===== src/pkg/idr_pkg.sv =====
// Purpose: Shared constants and types for the input diagnostic record tail.
// Assumes: 100 MHz core clock, record read one byte at a time.
// Notes:   Record byte indices follow the record order of the module.
package idr_pkg;

  // ----------------------------------------------------------------
  // Timing
  // ----------------------------------------------------------------
  localparam int CLK_PERIOD_NS = 10;
  localparam int TICK_PERIOD_NS = 1000;
  localparam int TICK_CYCLES = TICK_PERIOD_NS / CLK_PERIOD_NS;
  localparam logic [6:0] TICK_LAST = 7'(TICK_CYCLES - 1);

  // ----------------------------------------------------------------
  // Record byte indices
  // ----------------------------------------------------------------
  localparam logic [4:0] OFS_DIAG_SUMMARY = 5'h00;
  localparam logic [4:0] OFS_MODULE_INFO = 5'h01;
  localparam logic [4:0] OFS_RSVD_C = 5'h02;
  localparam logic [4:0] OFS_DIAG_EXTRA = 5'h03;
  localparam logic [4:0] OFS_CHANNEL_TYPE = 5'h04;
  localparam logic [4:0] OFS_DIAG_BITS_PER_CHANNEL = 5'h05;
  localparam logic [4:0] OFS_CHANNEL_COUNT = 5'h06;
  localparam logic [4:0] OFS_LOST_EDGE_FLAGS = 5'h07;
  localparam logic [4:0] OFS_PER_CHANNEL_RESERVED_FIRST = 5'h08;
  localparam logic [4:0] OFS_PER_CHANNEL_RESERVED_LAST = 5'h0f;
  localparam logic [4:0] OFS_DIAG_TIMESTAMP = 5'h10;
  localparam logic [4:0] OFS_LAST = 5'h13;

  // ----------------------------------------------------------------
  // Fixed values and field positions
  // ----------------------------------------------------------------
  localparam logic [7:0] VAL_MODULE_INFO = 8'h1f;
  localparam logic [7:0] VAL_CHANNEL_TYPE = 8'h70;
  localparam logic [7:0] VAL_DIAG_BITS_PER_CHANNEL = 8'h00;
  localparam logic [7:0] VAL_CHANNEL_COUNT = 8'h04;
  localparam logic [7:0] VAL_ZERO = 8'h00;
  localparam int BIT_MODULE_FAIL = 0;
  localparam int BIT_EXT_ERROR = 2;
  localparam int BIT_CHANNEL_ERROR = 3;
  localparam int NUM_CHANNELS = 4;
  localparam logic [31:0] TICKER_RESET = 32'h0000_0000;

  // ----------------------------------------------------------------
  // Types
  // ----------------------------------------------------------------
  typedef enum logic [1:0] {
    ST_QUIET  = 2'b01,
    ST_ACTIVE = 2'b10
  } idr_state_type;

  typedef struct packed {
    logic       module_fail;
    logic       ext_error;
    logic [3:0] lost_edge;
  } idr_cause_type;

  typedef struct packed {
    logic       stb;
    logic [4:0] addr;
  } idr_read_req_type;

endpackage


===== src/design/idr_us_ticker.sv =====
// Purpose: Free-running microsecond ticker.
// Assumes: Core clock period given by the package.
// Notes:   Prescaler divides the core clock down to one step per microsecond.
`timescale 1ns/1ns
`default_nettype none
module idr_us_ticker
  import idr_pkg::*;
(
  input  wire logic        i_clk,
  input  wire logic        i_reset,
  output logic      [31:0] o_us
);

  typedef struct packed {
    logic [6:0]  prescale;
    logic [31:0] count;
  } idr_tick_state_type;

  idr_tick_state_type state_q;
  idr_tick_state_type state_d;

  // ----------------------------------------------------------------
  // Counting
  // ----------------------------------------------------------------
  always_comb begin
    state_d = state_q;
    if (state_q.prescale == TICK_LAST) begin
      state_d.prescale = 7'h00;
      // Plain 32-bit add rolls over to zero by itself
      state_d.count = state_q.count + 32'h0000_0001;
    end else begin
      state_d.prescale = state_q.prescale + 7'h01;
    end
  end

  always_ff @(posedge i_clk) begin
    if (i_reset) begin
      state_q.prescale <= 7'h00;
      state_q.count <= TICKER_RESET;
    end else begin
      state_q <= state_d;
    end
  end

  assign o_us = state_q.count;

endmodule // idr_us_ticker
`default_nettype wire


===== src/design/idr_diag_record.sv =====
// Purpose: Tail of the diagnostic record of a four-channel input module.
// Assumes: Cause inputs come from logic on the same clock; reads are
//          single-byte requests from the backplane side.
// Notes:   The record is read only; there is no write path at all.
//          Cause inputs are levels; the record is frozen while a
//          diagnostic is active, so later channel events are lost.
`timescale 1ns/1ns
`default_nettype none
module idr_diag_record
  import idr_pkg::*;
(
  input  wire logic        I_CLK,
  input  wire logic        I_RESET,
  input  wire logic        I_MODULE_FAIL,
  input  wire logic        I_EXT_ERROR,
  input  wire logic  [3:0] I_LOST_EDGE,
  input  wire logic        I_RD_STB,
  input  wire logic  [4:0] I_RD_ADDR,
  output logic       [7:0] O_RD_DATA,
  output logic             O_RD_VALID,
  output logic             O_DIAG_INCOMING,
  output logic             O_DIAG_GOING,
  output logic             O_MODULE_FAULT_LAMP,
  output logic      [31:0] O_US_TICKER
);

  // ----------------------------------------------------------------
  // State
  // ----------------------------------------------------------------
  // Everything the block remembers, except the ticker prescale and count in u_ticker, sits in one struct
  typedef struct packed {
    idr_state_type mode;
    logic [3:0]    lost_edge_flags;
    logic          module_fail;
    logic          ext_error;
    logic [31:0]   diag_timestamp;
    logic [7:0]    rd_data;
    logic          rd_valid;
    logic          incoming;
    logic          going;
  } idr_core_state_type;

  idr_core_state_type state_q;
  idr_core_state_type state_d;
  idr_cause_type      cause;
  idr_read_req_type   rd_req;
  logic [31:0]        us_now;
  logic               cause_present;
  logic               raise_now;
  logic               clear_now;
  logic [7:0]         rd_byte;

  // ----------------------------------------------------------------
  // Ticker
  // ----------------------------------------------------------------
  // Ticker runs from reset on its own; nothing here stops or presets it
  idr_us_ticker u_ticker (
    .i_clk   (I_CLK),
    .i_reset (I_RESET),
    .o_us    (us_now)
  );

  // ----------------------------------------------------------------
  // Cause and request carriers
  // ----------------------------------------------------------------
  // Causes are same-clock levels, so no synchroniser is needed
  assign cause.module_fail = I_MODULE_FAIL;
  assign cause.ext_error = I_EXT_ERROR;
  assign cause.lost_edge = I_LOST_EDGE;
  assign rd_req.stb = I_RD_STB;
  assign rd_req.addr = I_RD_ADDR;
  assign cause_present = cause.module_fail | cause.ext_error | (|cause.lost_edge);

  // ----------------------------------------------------------------
  // Diagnostic window decode
  // ----------------------------------------------------------------
  assign raise_now = (state_q.mode == ST_QUIET) && cause_present;
  assign clear_now = (state_q.mode == ST_ACTIVE) && !cause_present;

  // ----------------------------------------------------------------
  // Index decoding
  // ----------------------------------------------------------------
  // Inclusive on both ends; shared by the reserved and stamp ranges
  function automatic logic index_in(input logic [4:0] addr,
                                    input logic [4:0] lo,
                                    input logic [4:0] hi);
    return (addr >= lo) && (addr <= hi);
  endfunction

  // ----------------------------------------------------------------
  // Timestamp bytes
  // ----------------------------------------------------------------
  function automatic logic [7:0] ts_byte(input logic [31:0] ts, input logic [1:0] idx);
    logic [7:0] b;
    // Most significant byte first, at the lowest stamp index
    unique case (idx)
      2'h0: b = ts[31:24];
      2'h1: b = ts[23:16];
      2'h2: b = ts[15:8];
      default: b = ts[7:0];
    endcase
    return b;
  endfunction

  // ----------------------------------------------------------------
  // Summary byte
  // ----------------------------------------------------------------
  function automatic logic [7:0] summary_byte(input idr_core_state_type s);
    logic [7:0] b;
    // Bit 1 and the upper nibble are reserved and stay clear
    b = VAL_ZERO;
    b[BIT_MODULE_FAIL] = s.module_fail;
    b[BIT_EXT_ERROR] = s.ext_error;
    b[BIT_CHANNEL_ERROR] = |s.lost_edge_flags;
    return b;
  endfunction

  // ----------------------------------------------------------------
  // Record map
  // ----------------------------------------------------------------
  // Unmapped indices fall through to zero, so a stray read is harmless
  function automatic logic [7:0] record_byte(input idr_core_state_type s,
                                             input logic [4:0] addr);
    logic [7:0] b;
    b = VAL_ZERO;
    if (addr == OFS_DIAG_SUMMARY) begin
      b = summary_byte(s);
    end else if (addr == OFS_MODULE_INFO) begin
      b = VAL_MODULE_INFO;
    end else if (addr == OFS_CHANNEL_TYPE) begin
      b = VAL_CHANNEL_TYPE;
    end else if (addr == OFS_DIAG_BITS_PER_CHANNEL) begin
      b = VAL_DIAG_BITS_PER_CHANNEL;
    end else if (addr == OFS_CHANNEL_COUNT) begin
      b = VAL_CHANNEL_COUNT;
    end else if (addr == OFS_LOST_EDGE_FLAGS) begin
      // Upper nibble is reserved and stays clear
      b = {4'h0, s.lost_edge_flags};
    end else if (index_in(addr, OFS_PER_CHANNEL_RESERVED_FIRST,
                          OFS_PER_CHANNEL_RESERVED_LAST)) begin
      b = VAL_ZERO;
    end else if (index_in(addr, OFS_DIAG_TIMESTAMP, OFS_LAST)) begin
      b = ts_byte(s.diag_timestamp, addr[1:0]);
    end
    return b;
  endfunction

  // Decoded from the registered record, so a read sees the state before its edge
  assign rd_byte = record_byte(state_q, rd_req.addr);

  // ----------------------------------------------------------------
  // Next state
  // ----------------------------------------------------------------
  always_comb begin
    state_d = state_q;
    state_d.incoming = 1'b0;
    state_d.going = 1'b0;
    // A held strobe gives one answer per cycle, back to back
    state_d.rd_valid = rd_req.stb;
    if (rd_req.stb) begin
      state_d.rd_data = rd_byte;
    end

    // Diagnostic window
    unique case (state_q.mode)
      ST_QUIET: begin
        if (raise_now) begin
          // Record is frozen at the incoming moment
          state_d.mode = ST_ACTIVE;
          state_d.incoming = 1'b1;
          state_d.lost_edge_flags = cause.lost_edge;
          state_d.module_fail = cause.module_fail;
          state_d.ext_error = cause.ext_error;
          state_d.diag_timestamp = us_now;
        end
      end
      ST_ACTIVE: begin
        // New channel events in this window are dropped on purpose,
        // so the record keeps describing the incoming event
        if (clear_now) begin
          // Stamp is kept after going, so the last event stays readable
          state_d.mode = ST_QUIET;
          state_d.going = 1'b1;
          state_d.lost_edge_flags = 4'h0;
          state_d.module_fail = 1'b0;
          state_d.ext_error = 1'b0;
        end
      end
      default: begin
        // An illegal code falls back to quiet rather than locking up
        state_d.mode = ST_QUIET;
      end
    endcase
  end

  always_ff @(posedge I_CLK) begin
    if (I_RESET) begin
      // Every field back to its idle value
      state_q.mode <= ST_QUIET;
      state_q.lost_edge_flags <= 4'h0;
      state_q.module_fail <= 1'b0;
      state_q.ext_error <= 1'b0;
      state_q.diag_timestamp <= TICKER_RESET;
      state_q.rd_data <= VAL_ZERO;
      state_q.rd_valid <= 1'b0;
      state_q.incoming <= 1'b0;
      state_q.going <= 1'b0;
    end else begin
      state_q <= state_d;
    end
  end

  // ----------------------------------------------------------------
  // Outputs
  // ----------------------------------------------------------------
  // Data outputs come straight from flops
  assign O_RD_DATA = state_q.rd_data;
  assign O_RD_VALID = state_q.rd_valid;
  assign O_DIAG_INCOMING = state_q.incoming;
  assign O_DIAG_GOING = state_q.going;
  // Lamp is a decode of the mode flop, so it never lags the window
  assign O_MODULE_FAULT_LAMP = (state_q.mode == ST_ACTIVE);
  assign O_US_TICKER = us_now;

endmodule // idr_diag_record
`default_nettype wire


===== config.mk =====
export PLATFORM = sky130hd
export DESIGN_NAME = idr_diag_record
export DESIGN_NICKNAME = d
export VERILOG_FILES = /design/src/pkg/idr_pkg.sv /design/src/design/idr_us_ticker.sv /design/src/design/idr_diag_record.sv
export SDC_FILE = /design/constraint.sdc
export NUM_CORES = 1
export LEC_CHECK = 0
export ABC_AREA = 1
export BUFFER_PORTS_ARGS = -buffer_cell sky130_fd_sc_hd__buf_2
export CAP_MARGIN = 20
export CORE_MARGIN = 5
export CORE_UTILIZATION = 55
export DETAILED_ROUTE_END_ITERATION = 8
export PLACE_DENSITY = 0.76
export SYNTH_ARGS = -nofsm -noshare
export SYNTH_HDL_FRONTEND = slang
export SYNTH_SLANG_ARGS = --single-unit

===== constraint.sdc =====
create_clock -name I_CLK -period 1.7 [get_ports I_CLK]
set_input_delay 0.17 -clock I_CLK [delete_from_list [all_inputs] [get_ports I_CLK]]
set_output_delay 0.17 -clock I_CLK [all_outputs]
set_load 0.05 [all_outputs]

==> flow_metrics.tcl <==
set metrics [dict create \
    rows 33 \
    synth-edff-count 0 \
    ys_ff_latch 90 \
    fin_crit_sh_pct 94.6 \
    synth_fp_nets 706 \
    period_minus_slack_ns 1.61 \
    cp-end-kind "flip-flop" \
    pwr-share-comb_pct 12.4 \
    cts_tree "yes" \
    design.die.area_um2 10400 \
    antenna_found_initial 0 \
    switching_share_pct 28.5 \
    first_global_vias 4119 \
    powerDensity_nw_per_um2 864 \
    grt_max_degree 51 \
    synth_top_family_by_area "simple AND/OR/NAND/NOR gates" \
    yosys-top-cells-area "dfxtp_1 (39%), nand2_1 (14%), nor2_1 (7.5%), buf_4 (6.4%), a21oi_1 (6.0%)" \
    core_um2 8260 \
    wl_mm 11.8 \
    synthDominantCellAreaShare_pct 38.6 \
    min_from "I_LOST_EDGE[1]" \
    postRouteAntennaNets 0 \
    cap_viol_max_count 0 \
    worstSetupStartpointType "flip-flop" \
    power_frac_clock_pct 34.1 \
    start_util_pct 56.5 \
    crit_arrival_ns 1.86 \
    p_int_w 0.00312 \
    routedWlPerCell_um 14.3 \
    yosysMostFrequentCell "nand2_1" \
    worstSetupStartpoint "u_ticker.o_us[1]" \
    synth_mux_area_share_pct 0 \
    vias_per_cell 5.31 \
    synthSimpleGateAreaFrac_pct 32.7 \
    dr.pass1.iters 5 \
    insertion_delay_ns 0.36 \
    vias 4387 \
    cts.sinks 90 \
    grt_setup_unrepaired "yes" \
    fin_area_um2 5050 \
    seqPwrFrac_pct 53.5 \
    dp_hpwl_mm 9.02 \
    place.gp.congestion 0.945 \
    area.growth.synth_to_final_pct 8.26 \
    min_path_type "in -> reg" \
    syn_inst 690 \
    fillers 808 \
    drc 0 \
    dpl_cell_area_um2 4840 \
    avgSynthCellArea_um2 6.76 \
    max-clock-path-buffers 2 \
    yosys_warnings 0 \
    final_nets 732 \
    layout_setup_ws_ns 0.0911 \
    ios 58 \
    worstPathRequired_ns 1.95 \
    antenna_cells 0 \
    instances_no_fill 826 \
    overflow 0 \
    synth_cell_types 28 \
    post-place-cells 809 \
    critPathMaxFanout 6 \
    drt_iter0_markers 218 \
    leakage_nw 2.10 \
    synthAdderAreaFrac_pct 0.537 \
    synth_compound_area_share_pct 13.8 \
    post-place-ws_ns 0.0701 \
    cts_hold_buf 0 \
    status "finished clean" \
    p_sw_w 0.00125 \
    clkTransAtPathRegs_ns 0.09 \
    ys_top_cells_by_count "nand2_1 (175), nor2_1 (93), dfxtp_1 (90), inv_1 (66), a21oi_1 (56)" \
    finalHoldViolations 0 \
    synth-main-ff-cell "dfxtp_1" \
    cts_inserted_buffers 9 \
    h-tree-depth 3 \
    drv_slew 0 \
    drive_above_1_share_pct 16.9 \
    ir_drop_v 0.000411 \
    root_buffer "clkbuf_8" \
    critPathKind "reg -> reg" \
    seq_area_frac_synth_pct 38.6 \
    port_buffers 57 \
    yosys.area_share.xor_xnor_pct 0.751 \
    yosys.area.top_type "dfxtp_1" \
    setup_viol 0 \
    r2r-start "u_ticker.o_us[1]" \
    synthArstFlopShare_pct 0 \
    tns_ns 0 \
    worst_pin_slew_ns 0.409 \
    final.setup_skew_ns 0.00759 \
    die_x_um 102 \
    slew-limit-headroom_pct 72.6 \
    syn_area_um2 4660 \
    max_freq_mhz 622 \
    grt_use_total_pct 23.4 \
    grt_pass1_wl_mm 19.3 \
    dieHeight_um 102 \
]
[cell usage in the layout, fill, tap and decap left out, drive strengths merged]
cell,n
nand2,183
nor2,110
dfxtp,90
buf,74
inv,68
a21oi,56
o21ai,56
nand3,36
nand4,12
clkbuf,10
o211ai,5
a31oi,3
nor3,3
xor2,3
clkinv,3
o21a,2
ha,2
o21ba,1
nand2b,1
xnor2,1
clkinvlp,1
bufinv,1
[routing by layer]
metal / wire, um / track usage, % / vias up / share of wire (%)
li1: - / - / 2220 / -
met1: 5310 / 30.4 / 1992 / 45
met2: 5500 / 39.7 / 152 / 47
met3: 684 / 2.80 / 23 / 5.8
met4: 330 / 9.28 / 0 / 2.8
met5: 0 / 0 / - / 0
[path summary, 6_finish.rpt]
path | to | slack (ns) | depth (start not counted)
setup / recovery | u_ticker.o_us[10] | 0.09 | 9
hold / removal | state_q[46] | 0.05 | 3
setup reg to reg | u_ticker.o_us[10] | 0.09 | 9
hold reg to reg | u_ticker.state_q[32] | 0.42 | 1
[sequential cells by signal, summed over array words and instances (netlist names)]
register	flops
O_RD_VALID	1
u_ticker.state_q	7
O_DIAG_INCOMING	1
state_q	40
u_ticker.o_us	32
O_DIAG_GOING	1
O_RD_DATA	8
[stage by stage]
step,power (W),utilization [%],hold WS [ns]
6_report,0.00436,61.1,0.0476
5_1_grt,0.00456,61.1,0.0707
4_1_cts,0.00439,61.0,0.0493
3_5_place_dp,0.00292,58.6,0.405
3_3_place_gp,0.00290,58.6,0.397
2_1_floorplan,0.00276,-,0.283
[cells by family after synthesis]
logic type / after synthesis
DFF: 90
buffers and inverters: 126
xor gates and xnor gates: 4
adders and majority gates: 2
AOI/OAI and AO/OA: 123
and+or+nand+nor: 345
[critical path: stages (launching register included)]
cell	delay, ns
dfxtp_1	0.37
ha_1	0.18
inv_1	0.08
nor2_2	0.16
nand3_2	0.13
nor2_4	0.21
buf_4	0.14
nand2_1	0.04
nand2_1	0.05
o21ba_2	0.14
[power by group through the flow]
| stage | Combinational, W | Clock (W) | Sequential [W] |
|---|---|---|---|
| after CTS | 0.000544 | 0.00151 | 0.00233 |
| after detailed placement | 0.000540 | 0 | 0.00238 |
| final | 0.000543 | 0.00149 | 0.00233 |
| after global routing | 0.000617 | 0.00159 | 0.00235 |
| after floorplan | 0.000393 | 0 | 0.00237 |
| after global placement | 0.000527 | 0 | 0.00238 |
[cell type report]
| class | count | area, um^2 | area share, % |
|---|---|---|---|
| timing repair buffer | 74 | 438 | 8.67 |
| clock buffer | 10 | 128 | 2.53 |
| inverter | 67 | 251 | 4.98 |
| tap | 105 | 131 | 2.60 |
| multi-input combinational | 474 | 2230 | 44.2 |
| clock inverter | 6 | 65.1 | 1.29 |
| sequential | 90 | 1800 | 35.7 |
[repair_timing]
| item | CTS | global route |
|---|---|---|
| setup endpoints to repair | 0 | 8 |
| gates resized for setup | 0 | 4 |
| buffers inserted | 0 | 1 |
No activity file was read; power rests on OpenSTA's default activity.
